### config.mk
export PLATFORM = sky130hd
export DESIGN_NAME = canbt_timing
export DESIGN_NICKNAME = d
export VERILOG_FILES = /design/src/common/canbt_pkg.sv /design/src/core/canbt_timing.sv /design/src/core/canbt_tq_gen.sv
export SDC_FILE = /design/constraint.sdc
export NUM_CORES = 1
export LEC_CHECK = 0
export BUFFER_PORTS_ARGS = -buffer_cell sky130_fd_sc_hd__buf_2
export CORE_AREA = 2 2 121 123
export DETAILED_ROUTE_END_ITERATION = 12
export DIE_AREA = 0 0 123 125
export REMOVE_ABC_BUFFERS = 1
export SLEW_MARGIN = 40
export SYNTH_ARGS = -nofsm -noshare
export SYNTH_HDL_FRONTEND = slang
export SYNTH_SLANG_ARGS = --single-unit
### constraint.sdc
create_clock -name aclk -period 5.4 [get_ports aclk]
set_clock_uncertainty 0.1 [all_clocks]
set_input_delay 0.81 -clock aclk [delete_from_list [all_inputs] [get_ports aclk]]
set_output_delay 0.81 -clock aclk [all_outputs]
set_load 0.05 [all_outputs]
### src/common/canbt_pkg.sv
package canbt_pkg;
    // ==============================================================
    // register map (byte addresses on the AXI4-Lite slave)
    // ==============================================================
    localparam logic [7:0]  CFG_OFFSET    = 8'h00;  // timing configuration
    localparam logic [7:0]  STATUS_OFFSET = 8'h04;  // live timing state
    localparam int          CFG_W         = 19;     // used bits of the config word
    // config reset: prop 2, phase one 3, phase two 2 from its field -> 8 quanta
    localparam logic [31:0] CFG_RESET     = 32'h0001_9100;
    // status field positions
    localparam int          ST_RX_BIT     = 0;      // last received bit
    localparam int          ST_SEG_LSB    = 1;      // segment code, two bits
    localparam int          ST_SYNCED     = 3;      // an edge was used this bit
    localparam int          ST_STARVED    = 4;      // no edge for too many bits
    localparam logic [1:0]  RESP_OKAY     = 2'h0;
    localparam logic [1:0]  RESP_SLVERR   = 2'h2;

    // ==============================================================
    // timing constants, in quanta or bits
    // ==============================================================
    localparam logic [3:0]  IPT_TQ        = 4'h2;   // processing interval
    localparam logic [3:0]  SYNC_TQ       = 4'h1;   // sync segment length
    localparam logic [4:0]  BIT_TQ_MAX    = 5'h19;  // 25 quanta
    localparam logic [2:0]  STUFF_SPAN    = 3'h6;   // bits between edges

    // config word layout, msb first, bit 0 is the prescaler lsb
    typedef struct packed {
        logic [2:0] phase_two_len_field;
        logic       phase_two_source_select;
        logic       triple_sample_select;
        logic [2:0] phase_one_len_field;
        logic [2:0] propagation_len_field;
        logic [1:0] resync_jump_width;
        logic [5:0] quantum_prescale_value;
    } canbt_cfg_t;

    // quantum ticks from the prescaler
    typedef struct packed {
        logic tq_tick;      // end of a quantum
        logic half_tick;    // every half quantum
    } canbt_tick_t;

    typedef enum logic [1:0] {SEG_SYNC, SEG_PROP, SEG_PH1, SEG_PH2} canbt_seg_t;
endpackage

### src/core/canbt_timing.sv
`timescale 1ns/100ps
`default_nettype none
module canbt_timing
    import canbt_pkg::*;
(
    input  wire logic        aclk,
    input  wire logic        aresetn,
    // axi4-lite slave
    input  wire logic [7:0]  s_axi_awaddr,
    input  wire logic        s_axi_awvalid,
    output logic             s_axi_awready,
    input  wire logic [31:0] s_axi_wdata,
    input  wire logic [3:0]  s_axi_wstrb,
    input  wire logic        s_axi_wvalid,
    output logic             s_axi_wready,
    output logic [1:0]       s_axi_bresp,
    output logic             s_axi_bvalid,
    input  wire logic        s_axi_bready,
    input  wire logic [7:0]  s_axi_araddr,
    input  wire logic        s_axi_arvalid,
    output logic             s_axi_arready,
    output logic [31:0]      s_axi_rdata,
    output logic [1:0]       s_axi_rresp,
    output logic             s_axi_rvalid,
    input  wire logic        s_axi_rready,
    // protocol engine side
    input  wire logic        tx_bit,
    input  wire logic        bus_idle,
    output logic             rx_bit,
    output logic             sample_pt,
    output logic             bit_start,
    // bus pins
    input  wire logic        rxd,
    output logic             txd
);
    import canbt_pkg::*;

    // ==============================================================
    // declarations
    // ==============================================================
    canbt_cfg_t  cfg;            // live timing configuration
    logic        cfg_wr;         // pulse after a config write
    logic [31:0] next_cfg_word;  // config merged with byte strobes
    logic        aw_got;         // write address held
    logic        w_got;          // write data held
    logic [7:0]  aw_addr;
    logic [31:0] w_data;
    logic [3:0]  w_strb;
    canbt_tick_t tick;           // quantum ticks
    canbt_seg_t  state;          // current segment
    logic [3:0]  seg_q;          // quanta done inside the segment
    logic [4:0]  bit_q;          // quanta done inside the bit
    logic [2:0]  ph1_ext;        // lengthening of phase one
    logic [2:0]  ph2_cut;        // shortening of phase two
    logic        synced;         // an edge was used in this bit
    logic        rxd_q;          // bus level one cycle back
    logic [1:0]  hist;           // half-quantum sample history
    logic [2:0]  quiet_bits;     // bits since the last falling edge
    logic [3:0]  prop_len;
    logic [3:0]  ph1_len;
    logic [3:0]  ph1_end;
    logic [3:0]  ph2_prog;
    logic [3:0]  ph2_base;
    logic [3:0]  ph2_end;
    logic [3:0]  seg_len;
    logic [3:0]  rem_q;          // quanta left in phase two
    logic [2:0]  sjw_len;
    logic [4:0]  bit_len_cfg;    // nominal bit length in quanta
    logic        seg_done;
    logic        fall;
    logic        edge_use;
    logic        hard;
    logic        pos_err;
    logic        neg_err;
    logic        pos_small;
    logic        neg_small;
    logic        sync_now;
    logic        restart;
    logic        launch;
    logic        samp;
    logic        majority;

    // ==============================================================
    // register bus: write channel
    // ==============================================================
    // merge write strobes over the current config; one byte per lane
    always_comb begin
        next_cfg_word = {13'h0000, cfg};
        for (int b = 0; b < 4; b++) begin
            if (w_strb[b]) begin
                next_cfg_word[8*b +: 8] = w_data[8*b +: 8];
            end
        end
    end

    // address and data are taken in either order, then answered together
    always_ff @(posedge aclk) begin
        if (!aresetn) begin
            s_axi_awready <= 1'b1;
            s_axi_wready  <= 1'b1;
            s_axi_bvalid  <= 1'b0;
            s_axi_bresp   <= RESP_OKAY;
            aw_got        <= 1'b0;
            w_got         <= 1'b0;
            aw_addr       <= 8'h00;
            w_data        <= 32'h0000_0000;
            w_strb        <= 4'h0;
            cfg           <= canbt_cfg_t'(CFG_RESET[CFG_W-1:0]);
            cfg_wr        <= 1'b0;
        end else begin
            cfg_wr <= 1'b0;
            if (s_axi_awvalid && s_axi_awready) begin
                aw_addr       <= s_axi_awaddr;
                aw_got        <= 1'b1;
                s_axi_awready <= 1'b0;
            end
            if (s_axi_wvalid && s_axi_wready) begin
                w_data       <= s_axi_wdata;
                w_strb       <= s_axi_wstrb;
                w_got        <= 1'b1;
                s_axi_wready <= 1'b0;
            end
            if (aw_got && w_got && !s_axi_bvalid) begin
                s_axi_bvalid <= 1'b1;
                if (aw_addr == CFG_OFFSET) begin
                    // a config change restarts the timing chain
                    cfg         <= canbt_cfg_t'(next_cfg_word[CFG_W-1:0]);
                    cfg_wr      <= 1'b1;
                    s_axi_bresp <= RESP_OKAY;
                end else if (aw_addr == STATUS_OFFSET) begin
                    s_axi_bresp <= RESP_OKAY; // read-only, write ignored
                end else begin
                    s_axi_bresp <= RESP_SLVERR;
                end
            end
            if (s_axi_bvalid && s_axi_bready) begin
                s_axi_bvalid  <= 1'b0;
                aw_got        <= 1'b0;
                w_got         <= 1'b0;
                s_axi_awready <= 1'b1;
                s_axi_wready  <= 1'b1;
            end
        end
    end

    // ==============================================================
    // register bus: read channel
    // ==============================================================
    // data is captured at the address handshake
    always_ff @(posedge aclk) begin
        if (!aresetn) begin
            s_axi_arready <= 1'b1;
            s_axi_rvalid  <= 1'b0;
            s_axi_rdata   <= 32'h0000_0000;
            s_axi_rresp   <= RESP_OKAY;
        end else if (s_axi_arvalid && s_axi_arready) begin
            s_axi_arready <= 1'b0;
            s_axi_rvalid  <= 1'b1;
            s_axi_rresp   <= RESP_OKAY;
            s_axi_rdata   <= 32'h0000_0000;
            if (s_axi_araddr == CFG_OFFSET) begin
                s_axi_rdata <= {13'h0000, cfg};
            end else if (s_axi_araddr == STATUS_OFFSET) begin
                s_axi_rdata[ST_RX_BIT]            <= rx_bit;
                s_axi_rdata[ST_SEG_LSB +: 2]      <= state;
                s_axi_rdata[ST_SYNCED]            <= synced;
                s_axi_rdata[ST_STARVED]           <= (quiet_bits > STUFF_SPAN);
            end else begin
                s_axi_rresp <= RESP_SLVERR;
            end
        end else if (s_axi_rvalid && s_axi_rready) begin
            s_axi_rvalid  <= 1'b0;
            s_axi_arready <= 1'b1;
        end
    end

    // ==============================================================
    // quantum prescaler
    // ==============================================================
    canbt_tq_gen u_tq_gen (
        .aclk                   (aclk),
        .aresetn                (aresetn),
        .restart                (restart),
        .quantum_prescale_value (cfg.quantum_prescale_value),
        .tick                   (tick)
    );

    // ==============================================================
    // segment lengths
    // ==============================================================
    always_comb begin
        prop_len = {1'b0, cfg.propagation_len_field} + 4'h1;
        ph1_len  = {1'b0, cfg.phase_one_len_field} + 4'h1;
        ph1_end  = ph1_len + {1'b0, ph1_ext};
        ph2_prog = {1'b0, cfg.phase_two_len_field} + 4'h1;
        // phase two base never shorter than the processing interval; the resync cut can take phase two below it
        if (cfg.phase_two_source_select) begin
            ph2_base = (ph2_prog < IPT_TQ) ? IPT_TQ : ph2_prog;
        end else begin
            ph2_base = (ph1_len < IPT_TQ) ? IPT_TQ : ph1_len;
        end
        ph2_end     = ph2_base - {1'b0, ph2_cut};
        sjw_len     = {1'b0, cfg.resync_jump_width} + 3'h1;
        bit_len_cfg = {1'b0, SYNC_TQ} + {1'b0, prop_len} + {1'b0, ph1_len} + {1'b0, ph2_base};
        unique case (state)
            SEG_SYNC: seg_len = SYNC_TQ;
            SEG_PROP: seg_len = prop_len;
            SEG_PH1:  seg_len = ph1_end;
            SEG_PH2:  seg_len = ph2_end;
        endcase
        rem_q    = ph2_end - seg_q;
        seg_done = tick.tq_tick && ((seg_q + 4'h1) == seg_len);
    end

    // ==============================================================
    // edge handling and synchronization
    // ==============================================================
    // only recessive to dominant edges carry clock information
    always_comb begin
        fall      = rxd_q && !rxd;
        edge_use  = fall && !synced && rx_bit;
        hard      = edge_use && bus_idle;
        // a node sending dominant ignores edges with positive error
        pos_err   = edge_use && !bus_idle && txd &&
                    ((state == SEG_PROP) || (state == SEG_PH1));
        neg_err   = edge_use && !bus_idle && (state == SEG_PH2);
        pos_small = (bit_q <= {2'b00, sjw_len});
        neg_small = (rem_q <= {1'b0, sjw_len});
        sync_now  = hard || (pos_err && pos_small) || (neg_err && neg_small);
        restart   = sync_now || cfg_wr;
        launch    = (seg_done && (state == SEG_PH2) && !restart) ||
                    (neg_err && neg_small);
        samp      = seg_done && (state == SEG_PH1) && !restart;
        majority  = (rxd && hist[0]) || (rxd && hist[1]) || (hist[0] && hist[1]);
    end

    // bus level history for edge detection
    always_ff @(posedge aclk) begin
        if (!aresetn) begin
            rxd_q <= 1'b1;
        end else begin
            rxd_q <= rxd;
        end
    end

    // ==============================================================
    // segment sequencer
    // ==============================================================
    // a restart places the edge inside a fresh sync segment
    always_ff @(posedge aclk) begin
        if (!aresetn || restart) begin
            state <= SEG_SYNC;
            seg_q <= 4'h0;
            bit_q <= 5'h00;
        end else if (tick.tq_tick) begin
            if (seg_done) begin
                seg_q <= 4'h0;
                unique case (state)
                    SEG_SYNC: state <= SEG_PROP;
                    SEG_PROP: state <= SEG_PH1;
                    SEG_PH1:  state <= SEG_PH2;
                    SEG_PH2:  state <= SEG_SYNC;
                endcase
                bit_q <= (state == SEG_PH2) ? 5'h00 : bit_q + 5'h01;
            end else begin
                seg_q <= seg_q + 4'h1;
                bit_q <= bit_q + 5'h01;
            end
        end
    end

    // phase adjustments last one bit; a bigger error gets only one jump width
    always_ff @(posedge aclk) begin
        if (!aresetn || restart || launch) begin
            ph1_ext <= 3'h0;
            ph2_cut <= 3'h0;
        end else if (pos_err && !pos_small) begin
            ph1_ext <= sjw_len;
        end else if (neg_err && !neg_small) begin
            ph2_cut <= sjw_len;
        end
    end

    // one synchronization per bit; a sync restart also counts as the bit's one, a config write clears it
    always_ff @(posedge aclk) begin
        if (!aresetn || cfg_wr) begin
            synced <= 1'b0;
        end else if (hard || pos_err || neg_err || (edge_use && state == SEG_SYNC)) begin
            synced <= 1'b1;
        end else if (launch) begin
            synced <= 1'b0;
        end
    end

    // ==============================================================
    // sampling
    // ==============================================================
    // history shifts every half quantum, so it holds the two earlier samples
    always_ff @(posedge aclk) begin
        if (!aresetn) begin
            hist <= 2'h3;
        end else if (tick.half_tick) begin
            hist <= {hist[0], rxd};
        end
    end

    // received value; triple mode only helps when quanta are long
    always_ff @(posedge aclk) begin
        if (!aresetn) begin
            rx_bit    <= 1'b1;
            sample_pt <= 1'b0;
        end else begin
            sample_pt <= samp;
            if (samp) begin
                rx_bit <= cfg.triple_sample_select ? majority : rxd;
            end
        end
    end

    // ==============================================================
    // transmit launch and edge watchdog
    // ==============================================================
    // the level is held from sync to the next sync, recessive after reset
    always_ff @(posedge aclk) begin
        if (!aresetn) begin
            txd       <= 1'b1;
            bit_start <= 1'b0;
        end else begin
            bit_start <= launch;
            if (launch) begin
                txd <= tx_bit;
            end
        end
    end

    // bits without an edge; saturates, flags a stuffing breach by the far end
    always_ff @(posedge aclk) begin
        if (!aresetn || fall) begin
            quiet_bits <= 3'h0;
        end else if (launch && (quiet_bits != 3'h7)) begin
            quiet_bits <= quiet_bits + 3'h1;
        end
    end

    // ==============================================================
    // checks
    // ==============================================================
    a_sync_one_tq: assert property (@(posedge aclk) disable iff (!aresetn)
        (state == SEG_SYNC && tick.tq_tick && !restart) |=> (state == SEG_PROP))
        else $error("sync segment not one quantum");
    a_prop_len_end: assert property (@(posedge aclk) disable iff (!aresetn)
        (state == SEG_PROP && tick.tq_tick && !restart &&
         seg_q == {1'b0, cfg.propagation_len_field}) |=> (state == SEG_PH1))
        else $error("propagation segment length wrong");
    a_ph1_sample: assert property (@(posedge aclk) disable iff (!aresetn)
        samp |=> (state == SEG_PH2) && sample_pt)
        else $error("sample point not at phase one end");
    a_ph2_floor: assert property (@(posedge aclk) disable iff (!aresetn)
        (state == SEG_PH2) |-> (ph2_base >= IPT_TQ))
        else $error("phase two below processing interval");
    a_bit_len_max: assert property (@(posedge aclk) disable iff (!aresetn)
        bit_len_cfg <= BIT_TQ_MAX)
        else $error("bit length above maximum");
    a_single_sample: assert property (@(posedge aclk) disable iff (!aresetn)
        (samp && !cfg.triple_sample_select) |=> (rx_bit == $past(rxd)))
        else $error("single sample value wrong");
    a_majority_vote: assert property (@(posedge aclk) disable iff (!aresetn)
        (samp && cfg.triple_sample_select && rxd && hist[1]) |=> rx_bit)
        else $error("majority vote wrong");
    a_tx_held: assert property (@(posedge aclk) disable iff (!aresetn)
        !launch |=> $stable(txd))
        else $error("transmit level changed inside bit");
    a_hard_restart: assert property (@(posedge aclk) disable iff (!aresetn)
        hard |=> (state == SEG_SYNC) && (bit_q == 5'h00) && synced)
        else $error("hard sync did not restart bit");
    a_jump_lengthen: assert property (@(posedge aclk) disable iff (!aresetn)
        (pos_err && !pos_small && !cfg_wr) |=> (ph1_ext == $past(sjw_len)))
        else $error("phase one not lengthened by jump width");
    a_cfg_restart: assert property (@(posedge aclk) disable iff (!aresetn)
        cfg_wr |=> (state == SEG_SYNC) && (seg_q == 4'h0))
        else $error("config write did not restart timing");
endmodule
`default_nettype wire

### src/core/canbt_tq_gen.sv
`timescale 1ns/100ps
`default_nettype none
module canbt_tq_gen
    import canbt_pkg::*;
(
    input  wire logic           aclk,
    input  wire logic           aresetn,
    input  wire logic           restart,
    input  wire logic [5:0]     quantum_prescale_value,
    output canbt_pkg::canbt_tick_t tick
);
    // ==============================================================
    // quantum prescaler
    // ==============================================================
    logic [6:0] cnt;        // oscillator cycles inside the quantum
    logic [6:0] last;       // final count of a quantum
    logic [6:0] half;       // final count of the first half

    assign half = {1'b0, quantum_prescale_value};
    assign last = {quantum_prescale_value, 1'b1};

    // counter restarts with the bit so the edge lands at a quantum start
    always_ff @(posedge aclk) begin
        if (!aresetn || restart) begin
            cnt <= 7'h00;
        end else if (cnt == last) begin
            cnt <= 7'h00;
        end else begin
            cnt <= cnt + 7'h01;
        end
    end

    // ticks are registered; they lag the count by one cycle, which is harmless
    always_ff @(posedge aclk) begin
        if (!aresetn || restart) begin
            tick <= '0;
        end else begin
            tick.tq_tick   <= (cnt == last);
            tick.half_tick <= (cnt == last) || (cnt == half);
        end
    end

    a_tq_spacing: assert property (@(posedge aclk) disable iff (!aresetn)
        (tick.tq_tick && !restart) |=> !tick.tq_tick)
        else $error("quantum ticks closer than two cycles");
endmodule
`default_nettype wire

== After elaboration in Yosys (flattened, before gate mapping) ==
Cells that the tools add are included.
W data, S select, Z words.
Cells by class
  add/sub/neg operators: 11
  magnitude comparators: 5
  equal/unequal tests: 9
  mux-type cells: 23
  bitwise logic cells: 2
  reduce and logical (&&, ||, !) cells: 65
Operators by type and width (count)
  $logic_and A1 B1 Y1: 29
  $mux W5: 4
  $eq A8 B3 Y1 const B: 2
  $logic_not A8 Y1: 2
  $mux W4: 4
  $pmux W4 S4: 1
  $logic_or A1 B1 Y1: 15
  $mux W14: 1
  $add A3 B1 Y4 const B: 3
  $reduce_and A3 Y1: 3
  $logic_not A1 Y1: 8
  $lt A4 B2 Y1 const B: 2
  $mux W1: 8
  $mux W2: 4
  $pmux W2 S4: 1
  $add A7 B1 Y7 const B: 1
  $eq A7 B6 Y1: 1
  $eq A7 B7 Y1: 1
  $reduce_and A2 Y1: 3
  $add A5 B1 Y5 const B: 1
  $le A5 B3 Y1: 1
  $add A4 B1 Y4 const B: 1
  $add A4 B3 Y4: 1
  $eq A2 B2 Y1 const B: 2
  13 further kinds: 16
Storage, ports and cells
  register bits after elaboration: 130
  output and inout bits: 45
  word-level logic and storage cells: 152

== Logic depth before layout (Yosys ltp) ==
Gate-level depths: netlist of the first run.
  depth after elaboration: 16
  gate-level depth with buffers: 19
  gate-level depth less buffers: 18

== By module ==
Synthesis of the first run repeated with hierarchy kept, for this count alone.
Unflattened totals
  cells, all modules: 673
  area total of the unflattened synthesis: 5541.6 um^2
Modules (own cells, without submodules)
  canbt_timing: instances 1, cells each 621, area an instance 5042.3 um^2, sequential area each 2122.0 um^2
  canbt_tq_gen: instances 1, cells each 52, area an instance 499.2 um^2, sequential area each 180.2 um^2

== Worst setup path after synthesis of the first run ==
No wires, ideal clock.
  kind: reg2reg
  from: reg cfg[11] (netlist name)
  to: reg bit_q[1]
  library setup time: 0.136 ns
  arrival time: 3.610 ns
  required time: 5.164 ns
  path slack: 1.555 ns
  stages on the path, launching flop included: 18
  path buffers: 1
  cells stage by stage: dfxtp_1 > ha_1 > xor2_1 > o21ai_0 > nor2_1 > a21oi_1 > ha_1 > fa_1 > fa_1 > inv_1 > ha_1 > nor2b_1 > o21ai_0 > a32oi_1 > nand3b_1 > o211ai_1 > clkbuf_1 > o32ai_1
Between the ends
  longest elaborated chain between the ends: 11
  elaborated cells on any way between the ends: 16
  classes of those cells: add/sub: 4; order compare: 2; eq/ne: 1; mux: 4; reduce/logical: 5
RTL lines
  start: declaration: line canbt_timing.sv:41  | canbt_cfg_t cfg;
  start signal: assignment: line canbt_timing.sv:108  | cfg <= canbt_cfg_t'(CFG_RESET[CFG_W-1:0]);
  start signal: assignment: line canbt_timing.sv:127  | cfg <= canbt_cfg_t'(next_cfg_word[CFG_W-1:0]);
  $add A3 B1 Y4 *: line canbt_timing.sv:193  | ph1_len = {1'b0, cfg.phase_one_len_field} + 4'h1;
  $lt A4 B2 Y1: line canbt_timing.sv:200  | ph2_base = (ph1_len < IPT_TQ) ? IPT_TQ : ph1_len;
  $mux W4: line canbt_timing.sv:200
  $mux W4: line canbt_timing.sv:197  | if (cfg.phase_two_source_select) begin
  $sub A4 B3 Y4: line canbt_timing.sv:202  | ph2_end = ph2_base - {1'b0, ph2_cut};
  $sub A4 B4 Y4: line canbt_timing.sv:211  | rem_q = ph2_end - seg_q;
  $le A4 B3 Y1: line canbt_timing.sv:228  | neg_small = (rem_q <= {1'b0, sjw_len});
  $logic_and A1 B1 Y1: line canbt_timing.sv:229  | sync_now = hard || (pos_err && pos_small) || (neg_err && neg_small);
  $logic_or A1 B1 Y1: line canbt_timing.sv:229
  $logic_or A1 B1 Y1: line canbt_timing.sv:230  | restart = sync_now || cfg_wr;
  $logic_or A1 B1 Y1: line canbt_timing.sv:251  | if (!aresetn || restart) begin
  end signal: assignment: line canbt_timing.sv:264  | bit_q <= (state == SEG_PH2) ? 5'h00 : bit_q + 5'h01;
  end signal: assignment: line canbt_timing.sv:267  | bit_q <= bit_q + 5'h01;
  end: declaration: line canbt_timing.sv:52  | logic [4:0] bit_q;
Every way passes the cells marked *; elsewhere a longest branch is shown, timed or not.
A chain may end at the register's enable or synchronous reset.

== Final worst setup path of the first run ==
Same ends and word-level chain as after synthesis.

==> results of run 1 <==
[worst max path at each step]
stage	start	endpoint	slack, ps	cells after the start
CTS	cfg[11]$_SDFFE_PN0P_	bit_q[1]$_SDFFE_PP0P_	880	17
finish	cfg[11]$_SDFFE_PN0P_	bit_q[1]$_SDFFE_PP0P_	920	17
detailed placement	cfg[11]$_SDFFE_PN0P_	bit_q[1]$_SDFFE_PP0P_	910	17
global placement	cfg[11]$_SDFFE_PN0P_	bit_q[1]$_SDFFE_PP0P_	950	17
floorplan	cfg[11]$_SDFFE_PN0P_	bit_q[1]$_SDFFE_PP0P_	1270	17
global route	cfg[11]$_SDFFE_PN0P_	bit_q[1]$_SDFFE_PP0P_	530	17
[routing by layer]
layer	wire length [um]	vias up	part of all wire [%]
li1	-	2378	-
met1	5954	2147	47
met2	5858	115	46
met3	603	17	4.8
met4	221	0	1.7
met5	0	-	0
[cells in the final DEF, fill, tap and decap left out, drive strengths merged, types with 3 or more instances in the layout]
master	netlist	routed
o211ai	3	3
a2111oi	3	3
and3	5	5
o21ai	15	15
nand4	8	8
ha	30	30
clkbuf	28	22
buf	18	80
conb	1	15
mux2i	8	8
dfxtp	115	115
nand2	127	127
nor4	7	7
inv	27	27
xor2	18	18
or4	3	3
nand2b	7	7
nor3	8	8
mux2	5	5
nor2	39	39
o21a	3	3
a21oi	86	86
or3	3	3
and2	4	4
a31oi	4	4
nand3	43	43
xnor2	17	17
fa	3	3
nor2b	5	5
clkinv	1	8
bufinv	0	3
[registers in the layout, indices dropped and copies added, names as in the netlist, 4 cells and up]
signal	count
seg_q	4
aw_addr	8
s_axi_rdata	19
cfg	19
w_data	19
bit_q	5
u_tq_gen.cnt	7
[power breakdown]
part	total [mW]	leakage, nW	internal [mW]	switching (mW)
Combinational	0.193	1.47	0.0599	0.133
Sequential	0.904	0.936	0.878	0.0257
Clock	1.15	0.309	0.769	0.377
Total	2.24	2.72	1.71	0.536
[metrics by stage]
| step | cell area (um^2) | utilization (%) |
|---|---|---|
| 2_1_floorplan | 5333 | - |
| 3_3_place_gp | 5976 | 42.07 |
| 3_5_place_dp | 5979 | 42.10 |
| 4_1_cts | 6593 | 46.41 |
| 5_1_grt | 6598 | 46.45 |
| 6_report | 6598 | 46.45 |
[cells in the mapped netlist (12+ instances only)]
library cell and instances:
nand3_1 43, nor2_1 39, dfxtp_1 115, xor2_1 18, inv_1 27, buf_4 16
o21ai_0 12, clkbuf_1 25, xnor2_1 17, nand2_1 127, a21oi_1 86, ha_1 30
[final cells by class]
class / instances / area, um^2
repair buffers: 80 / 407.9
well taps: 184 / 230.2
fillers: 1400 / 7606
clock buffers: 22 / 484.2
flip-flops and latches: 115 / 2302
multi-input cells: 490 / 2939
inverters: 28 / 105.1
clock inverters: 10 / 128.9
[cells by family after synthesis]
| family | after synthesis | share of synthesized area [%] |
|---|---|---|
| DFF | 115 | 41.54 |
| and+or+nand+nor | 263 | 21.72 |
| adders and majority gates | 33 | 7.856 |
| buffers and inverters | 74 | 6.637 |
| other | 1 | 0.06766 |
| xor gates and xnor gates | 35 | 5.530 |
| AOI/OAI and AO/OA | 131 | 14.20 |
| muxes | 13 | 2.460 |
[worst reg2reg max path, stage by stage (launching register included)]
cell      delay (ps)
dfxtp_1          390
ha_1             180
xor2_1           280
o21ai_0          140
nor2_1           100
a21oi_1           50
ha_1             220
fa_1             490
fa_1             530
inv_1             40
ha_1             280
nor2b_1          130
o21ai_0          150
a32oi_1          110
nand3b_1         220
o211ai_1         520
a21o_2           300
o32ai_1          110
==> flow_metrics.env, run 1 <==
export IMPL_routed_via_count=4657
export IMPL_cpPeakStageDelay_ps=530
export IMPL_clock_path_buffers=2
export IMPL_layout_setup_ws_ps=918.0
export IMPL_cts_reportedPaths_clkPinSlew_ps=50
export IMPL_finalMaxSlewViolations=0
export IMPL_path_class="reg2reg"
export IMPL_crit_path_start_kind="register"
export IMPL_via_per_inst=5.013
export IMPL_holdPathEnd="s_axi_rdata[0]$_SDFFE_PN0P_"
export IMPL_worst_pin_slew_ps=740.8
export IMPL_drv_cap=0
export IMPL_postRouteAntennaNets=0
export IMPL_fin_tns_setup_ps=0
export IMPL_htreeDepth=4
export IMPL_crit_path_max_fanout=11
export IMPL_critical_path_buf_inv_count=1
export IMPL_grt_total_usage_pct=17.30
export IMPL_dp_cells=897
export IMPL_min_path_cells=2
export IMPL_dp_worst_setup_slack_ps=906.0
export IMPL_cpMostUsedCell="ha_1"
export IMPL_hold_class="reg2reg"
export IMPL_fin_crit_ps=4482
export IMPL_p_leak_nw=2.715
export IMPL_finalCritPeriodShare_pct=83.00
export IMPL_dieHeight_um=125
export IMPL_cts_tree="done"
export IMPL_antenna_found_initial=0
export IMPL_ir_worst_vdd_uv=261.0
export IMPL_globalRoute_totalOverflow=0
export IMPL_layout_drive_gt1_share_pct=17.72
export IMPL_syn_avg_cell_area_um2=8.335
export IMPL_worstReg2RegStart="cfg[11]$_SDFFE_PN0P_"
export IMPL_setup_viol=0
export IMPL_slew_headroom_pct=50.20
export IMPL_cts_setup_buffers=0
export IMPL_dr_pass1_iters=4
export IMPL_r2r_end="bit_q[1]$_SDFFE_PP0P_"
export IMPL_syn2layout_area_growth_pct=19.03
export IMPL_holdWs_ps=347.0
export IMPL_portBuffers=77
export IMPL_yosysWarnings=0
export IMPL_met2_usage_pct=27.01
export IMPL_stdcell_count=929
export IMPL_worstPathArrival_ps=4650
export IMPL_numCtsBuffers=17
export IMPL_crit_chain="ha_1 > xor2_1 > o21ai_0 > nor2_1 > a21oi_1 > ha_1 > fa_1 > fa_1 > inv_1 > ha_1 > nor2b_1 > o21ai_0 > a32oi_1 > nand3b_1 > o211ai_1 > a21o_2 > o32ai_1"
export IMPL_post_synth_instance_area_um2=5543
export IMPL_dp_hpwl_um=9395
export IMPL_gp_congestion=0.8440
export IMPL_synth_top_cell_area_share_pct=41.53
export IMPL_reg2regPathDepth=17
export IMPL_yosysSeqAreaShare_pct=41.53
export IMPL_p_per_area_nw_per_um2=340.0
export IMPL_routed_wl_um=12640
export IMPL_synth_edf_count=0
export IMPL_layout_nets=827
export IMPL_use_met1_pct=22.74
export IMPL_final_hold_viol_count=0
export IMPL_drc=0
export IMPL_synth_seq_cells=115
export IMPL_fmax_ghz=0.2231
export IMPL_synth_ff_type="dfxtp_1"
export IMPL_synth_distinct_cells=59
export IMPL_ctsHoldBuffers=0
export IMPL_critPathCaptureType="register"
export IMPL_crit_required_ps=5560
export IMPL_clkSinkCount=115
export IMPL_synth_area_top_cells="dfxtp_1 (42%), nand2_1 (8.6%), a21oi_1 (7.8%)"
export IMPL_busiest_layer="met2"
export IMPL_ios=107
export IMPL_grt_max_degree=39
export IMPL_rsz0062_at_grt="false"
export IMPL_status="finished clean"
export IMPL_critPathTopFamily="adder cells"
export IMPL_use_met3_pct=5.109
export IMPL_synth_largest_area_cell="dfxtp_1"
export IMPL_ff2ff_setup_slack_ps=920
export IMPL_die_x_um=123
export IMPL_initial_core_util_pct=39.02
export IMPL_diodes=0
export IMPL_drt_iter0_drc=164
export IMPL_syn_inst=665
export IMPL_crit_path_top_delay_cell="fa_1"
export IMPL_std_cell_rows=44
export IMPL_grt_pass1_wl_um=20910
export IMPL_cts_root_buffer="clkbuf_16"
export IMPL_clk_latency_ps=410
export IMPL_avgRoutedWirePerCell_um=13.60
export IMPL_core_um2=14200
export IMPL_async_flop_share_pct=0
export IMPL_hold_start="s_axi_rdata[0]$_SDFFE_PN0P_"
export IMPL_dieArea_um2=15380
export IMPL_grt_pass1_vias=4364
export IMPL_power_total_mw=2.243
export IMPL_cts_resized=0
No activity file was read; power rests on OpenSTA's default activity.
==> inputs of run 2 (changes only) <==
- clock period: 5.4 -> 3.8 ns (I/O delays scaled with it)
==> run 2 against run 1 <==
  * Worst setup slack lost 1100 ps
  * Register-to-register slack got worse by 1100 ps
  * Sequential power increased by 42%
  * The flow now finishes with violations (negative setup slack)
  * Cell count grew 3.9%
  * Total power up 43%
  * Critical endpoint unchanged
  * Core utilization up 3.5 points
  * Via count increased by 4.5%
  * Clock power is 39% higher
  * Die area unchanged
  * Highest routed layer unchanged
  * First-iteration DRC count increased by 35%
==> flow_metrics.env, run 2 (synthesis gave the netlist of run 1 again) <==
export IMPL_status="complete, but fails checks"
export IMPL_violations="negative setup slack"
export IMPL_fmax_ghz=0.2523
export IMPL_critical_path_buf_inv_count=2
export IMPL_busiest_layer="met2"
export IMPL_antenna_found_initial=0
export IMPL_avgRoutedWirePerCell_um=14.00
export IMPL_final_hold_viol_count=0
export IMPL_power_total_mw=3.200
export IMPL_final_seq_area_um2=2308
export IMPL_postRouteAntennaNets=0
export IMPL_cpPeakStageDelay_ps=500
export IMPL_diodes=0
export IMPL_dr_pass1_iters=5
export IMPL_critPathTopFamily="adder cells"
export IMPL_worst_pin_slew_ps=712.7
export IMPL_largestRegisters="cfg (19), s_axi_rdata (19), w_data (19)"
export IMPL_slew_headroom_pct=52.37
export IMPL_dp_worst_setup_slack_ps=-369.6
export IMPL_ios=107
export IMPL_cts_root_buffer="clkbuf_16"
export IMPL_setup_viol=29
export IMPL_layout_nets=863
export IMPL_layout_setup_ws_ps=-164.1
export IMPL_crit_path_start_kind="register"
export IMPL_std_cell_rows=44
export IMPL_grt_total_usage_pct=18.15
export IMPL_crit_path_top_delay_cell="fa_1"
export IMPL_gp_congestion=0.8559
export IMPL_via_per_inst=5.044
export IMPL_layout_drive_gt1_share_pct=27.02
export IMPL_clk_latency_ps=420
export IMPL_routed_wl_um=13510
export IMPL_clkSinkCount=115
export IMPL_fin_crit_ps=3964
export IMPL_hold_class="in2reg"
export IMPL_holdWs_ps=262.0
export IMPL_grt_pass1_wl_um=22080
export IMPL_cpMostUsedCell="ha_4"
export IMPL_grt_pass1_vias=4685
export IMPL_dp_cells=923
export IMPL_crit_chain="ha_4 > xor2_4 > o21ai_1 > nor2_1 > a21oi_1 > ha_2 > fa_2 > fa_1 > inv_2 > ha_4 > nor2b_4 > o21ai_2 > a32oi_2 > nand3b_1 > o211ai_1 > buf_4 > a21o_4 > o32ai_2"
export IMPL_drc=0
export IMPL_syn2layout_area_growth_pct=28.10
export IMPL_die_x_um=123
export IMPL_core_um2=14200
export IMPL_use_met1_pct=23.18
export IMPL_finalMaxSlewViolations=0
export IMPL_p_per_area_nw_per_um2=450.7
export IMPL_dp_hpwl_um=9573
export IMPL_numCtsBuffers=17
export IMPL_critPathCaptureType="register"
export IMPL_dieArea_um2=15380
export IMPL_ir_worst_vdd_uv=380.6
export IMPL_routed_via_count=4867
export IMPL_ctsHoldBuffers=0
export IMPL_cts_tree="done"
export IMPL_multi_input_area_um2=3177
export IMPL_cts_reportedPaths_clkPinSlew_ps=50
export IMPL_rsz0062_at_grt="true"
export IMPL_clock_path_buffers=2
export IMPL_crit_required_ps=4020
export IMPL_portBuffers=77
export IMPL_dieHeight_um=125
export IMPL_path_class="reg2reg"
export IMPL_finalCritPeriodShare_pct=104.3
export IMPL_use_met3_pct=4.380
export IMPL_drv_cap=0
export IMPL_initial_core_util_pct=39.02
export IMPL_stdcell_count=965
export IMPL_layout_common_cells="nand2_1 (127), dfxtp_1 (110), a21oi_1 (83)"
export IMPL_met2_usage_pct=29.57
export IMPL_grt_max_degree=26
export IMPL_mostFrequentLayoutCell="nand2_1"
export IMPL_n_fill_cell=1367
export IMPL_crit_path_max_fanout=5
export IMPL_drt_iter0_drc=221
export IMPL_worstPathArrival_ps=4190
export IMPL_htreeDepth=4
export IMPL_globalRoute_totalOverflow=0
export IMPL_p_leak_nw=2.906
==> run 2: cell count changes in the layout (fill, tap and decap cells not counted), sizes merged <==
cell | previous run | this run
a21o | 1 | 2
buf | 80 | 115
clkbuf | 22 | 21
clkinv | 8 | 9
==> run 2: power by group <==
part	leakage, nW	switching, mW	internal, mW
sequential	0.936	0.0358	1.25
combinational	1.67	0.210	0.110
clock	0.300	0.541	1.06
==> run 2: path summary, 6_finish.rpt <==
check                         startpoint                           to  slack, ps  cells past startpoint
max                 cfg[12]$_SDFFE_PN1P_        bit_q[1]$_SDFFE_PP0P_       -160                     18
min                         s_axi_wvalid    s_axi_wready$_SDFFE_PP1P_        260                      2
max reg2reg         cfg[12]$_SDFFE_PN1P_        bit_q[1]$_SDFFE_PP0P_       -160                     18
min reg2reg  s_axi_rdata[0]$_SDFFE_PN0P_  s_axi_rdata[0]$_SDFFE_PN0P_        350                      2
==> run 2: layer usage <==
layer	part of all wire (%)	vias up
li1	-	2453
met1	46	2289
met2	48	109
met3	4.2	16
met4	1.5	0
met5	0	-
==> run 2: repair_timing <==
action / CTS / global route
gates resized for setup: 28 / 35
cloned: 1 / 0
setup endpoints to repair: 34 / 34
pin swaps: 11 / 17
setup buffers: 1 / 8
==> run 2: metrics by stage <==
step                      util [%]  area, um^2  setup TNS (ps)
after floorplan                  -        5333           -5220
after global placement       43.45        6171           -4047
after detailed placement     43.47        6175           -7153
after CTS                    48.66        6912          -268.4
after global routing         49.99        7101           -8775
final                        49.99        7101           -2194
==> run 2: cell type report <==
type | count | share of cell area [%]
clock buffers | 21 | 6.485
well taps | 184 | 3.242
multi-input cells | 491 | 44.74
clock inverters | 11 | 1.885
inverters | 28 | 1.480
repair buffers | 115 | 9.656
flip-flops and latches | 115 | 32.51
==> inputs of run 3 (changes only) <==
- clock period: 3.8 -> 4.2 ns (I/O delays scaled with it)
==> run 3 against run 2 <==
  * The flow now finishes without violations
  * Combinational power fell by 20%
  * Worst setup slack improved by 360 ps
  * Clock power fell by 6%
  * First-iteration DRC count fell by 11%
  * Critical path depth did not move
  * Register-to-register slack improved by 360 ps
  * Cell area fell by 4.3%
  * Worst hold slack improved by 60 ps
  * Routed wire length fell by 3.6%
  * Sequential power fell by 9%
  * Total power fell by 8.4%
  * Maximum frequency fell by 1.1%
==> flow_metrics.env, run 3 (synthesis gave the netlist of run 1 again) <==
export IMPL_crit_required_ps=4430
export IMPL_postRouteAntennaNets=0
export IMPL_ios=107
export IMPL_finalMaxSlewViolations=0
export IMPL_core_um2=14200
export IMPL_gp_congestion=0.8385
export IMPL_cpMostUsedCell="ha_4"
export IMPL_utilization_pct=47.83
export IMPL_layout_common_cells="nand2_1 (126), dfxtp_1 (113), a21oi_1 (86)"
export IMPL_routed_via_count=4740
export IMPL_stdcell_area_um2=6794
export IMPL_cts_setup_buffers=0
export IMPL_grt_total_usage_pct=17.85
export IMPL_layout_setup_ws_ps=193.0
export IMPL_hold_class="in2reg"
export IMPL_clk_latency_ps=420
export IMPL_setup_viol=0
export IMPL_numCtsBuffers=17
export IMPL_htreeDepth=4
export IMPL_std_cell_rows=44
export IMPL_critPathTopFamily="adder cells"
export IMPL_swShare_pct=23.99
export IMPL_dieArea_um2=15380
export IMPL_initial_core_util_pct=39.02
export IMPL_crit_path_top_delay_cell="fa_1"
export IMPL_largestRegisters="cfg (19), s_axi_rdata (19), w_data (19)"
export IMPL_clock_path_buffers=2
export IMPL_dr_pass1_iters=4
export IMPL_cts_root_buffer="clkbuf_16"
export IMPL_wl_met3_um=555
export IMPL_grt_pass1_vias=4631
export IMPL_pwr_share_seq_pct=39.6
export IMPL_crit_path_start_kind="register"
export IMPL_slew_headroom_pct=53.47
export IMPL_syn2layout_area_growth_pct=22.57
export IMPL_critPathCaptureType="register"
export IMPL_grt_pass1_wl_um=21740
export IMPL_final_hold_viol_count=0
export IMPL_fin_crit_ps=4007
export IMPL_cts_reportedPaths_clkPinSlew_ps=50
export IMPL_drt_met1_wl_um=6045
export IMPL_p_clk_share_pct=51.6
export IMPL_worstPathArrival_ps=4240
export IMPL_diodes=0
export IMPL_path_class="reg2reg"
export IMPL_cts_tree="done"
export IMPL_layout_nets=841
export IMPL_clkSinkCount=115
export IMPL_power_share_combinational_pct=8.7
export IMPL_antenna_found_initial=0
export IMPL_p_int_mw=2.227
export IMPL_crit_path_max_fanout=11
export IMPL_drc=0
export IMPL_dieHeight_um=125
export IMPL_avgRoutedWirePerCell_um=13.81
export IMPL_globalRoute_totalOverflow=0
export IMPL_n_fill_cell=1387
export IMPL_drv_cap=0
export IMPL_crit_chain="ha_4 > xor2_4 > o21ai_2 > nor2_1 > a21oi_1 > ha_2 > fa_2 > fa_1 > inv_2 > ha_4 > nor2b_1 > o21ai_1 > a32oi_2 > nand3b_1 > o211ai_1 > buf_4 > a21o_4 > o32ai_2"
export IMPL_via_per_inst=5.027
export IMPL_fin_tns_setup_ps=0
export IMPL_drt_iter0_drc=197
export IMPL_stdcell_count=943
export IMPL_die_x_um=123
export IMPL_mostFrequentLayoutCell="nand2_1"
export IMPL_cpPeakStageDelay_ps=510
export IMPL_worst_pin_slew_ps=697.8
export IMPL_dp_worst_setup_slack_ps=26.10
export IMPL_top_layer="met4"
export IMPL_critical_path_buf_inv_count=2
export IMPL_switchingPower_mw=0.7030
export IMPL_cp_num_cells=18
export IMPL_dp_hpwl_um=9606
export IMPL_grt_max_degree=56
export IMPL_fmax_ghz=0.2496
export IMPL_wl_met2_um=6224
export IMPL_portBuffers=77
export IMPL_status="finished clean"
export IMPL_p_leak_nw=2.794
export IMPL_ir_worst_vdd_uv=296.8
export IMPL_routed_wl_um=13030
export IMPL_layout_drive_gt1_share_pct=20.82
export IMPL_min_path_cells=2
export IMPL_reg2regPathDepth=18
export IMPL_dp_cells=912
export IMPL_placement_cell_area_um2=6092
export IMPL_p_per_area_nw_per_um2=431.3
export IMPL_finalCritPeriodShare_pct=95.40
run 3: cell types whose count changed in the layout (fill, tap and decap cells not counted), moves of 2 or more:
cell	before	now
dfxtp_2	5	2
a21oi_2	3	0
nor4_1	3	5
buf_6	2	0
nor2_1	25	38
nor4_2	4	2
nor2_2	8	1
buf_4	35	17
dfxtp_1	110	113
a21oi_1	83	86
nor2_4	6	0
run 3: power groups by stage:
stage	clock network (mW)	logic (mW)	registers, mW
6_report	1.51	0.256	1.16
4_1_cts	1.54	0.253	1.16
5_1_grt	1.59	0.284	1.17
2_1_floorplan	0	0.149	1.20
3_3_place_gp	0	0.246	1.18
3_5_place_dp	0	0.252	1.18
run 3: cell type report:
class	instances	area [um^2]	share of cell area, %
clock buffer	21	460.4	6.777
clock inverter	11	157.7	2.320
inverter	28	105.1	1.547
multi-input combinational	490	3023	44.49
sequential	115	2305	33.92
tap	184	230.2	3.389
timing repair buffer	94	513.0	7.551
run 3: what timing repair did:
action | 4_1_cts | 5_1_grt
resized for setup | 0 | 19
hold buffers | 0 | 0
endpoints found under the setup margin | 0 | 34
run 3: worst paths after layout:
check | from | endpoint | slack, ps
hold / removal | s_axi_wvalid | s_axi_wready$_SDFFE_PP1P_ | 320
setup / recovery | cfg[12]$_SDFFE_PN1P_ | bit_q[1]$_SDFFE_PP0P_ | 190
hold reg to reg | s_axi_rdata[4]$_SDFFE_PN0P_ | s_axi_rdata[4]$_SDFFE_PN0P_ | 350
setup reg to reg | cfg[12]$_SDFFE_PN1P_ | bit_q[1]$_SDFFE_PP0P_ | 190
run 3: per-layer routing:
layer	global-route usage, %	vias to the layer above
li1	-	2406
met1	22.28	2228
met2	29.67	91
met3	4.516	15
met4	6.350	0
met5	0	-
run 3: through the flow:
| step | total power [mW] | hold WS, ps |
|---|---|---|
| floorplan | 1.351 | 322.3 |
| global placement | 1.428 | 337.8 |
| detailed placement | 1.436 | 343.8 |
| CTS | 2.951 | 309.7 |
| global route | 3.045 | 336.2 |
| finish | 2.930 | 321.6 |
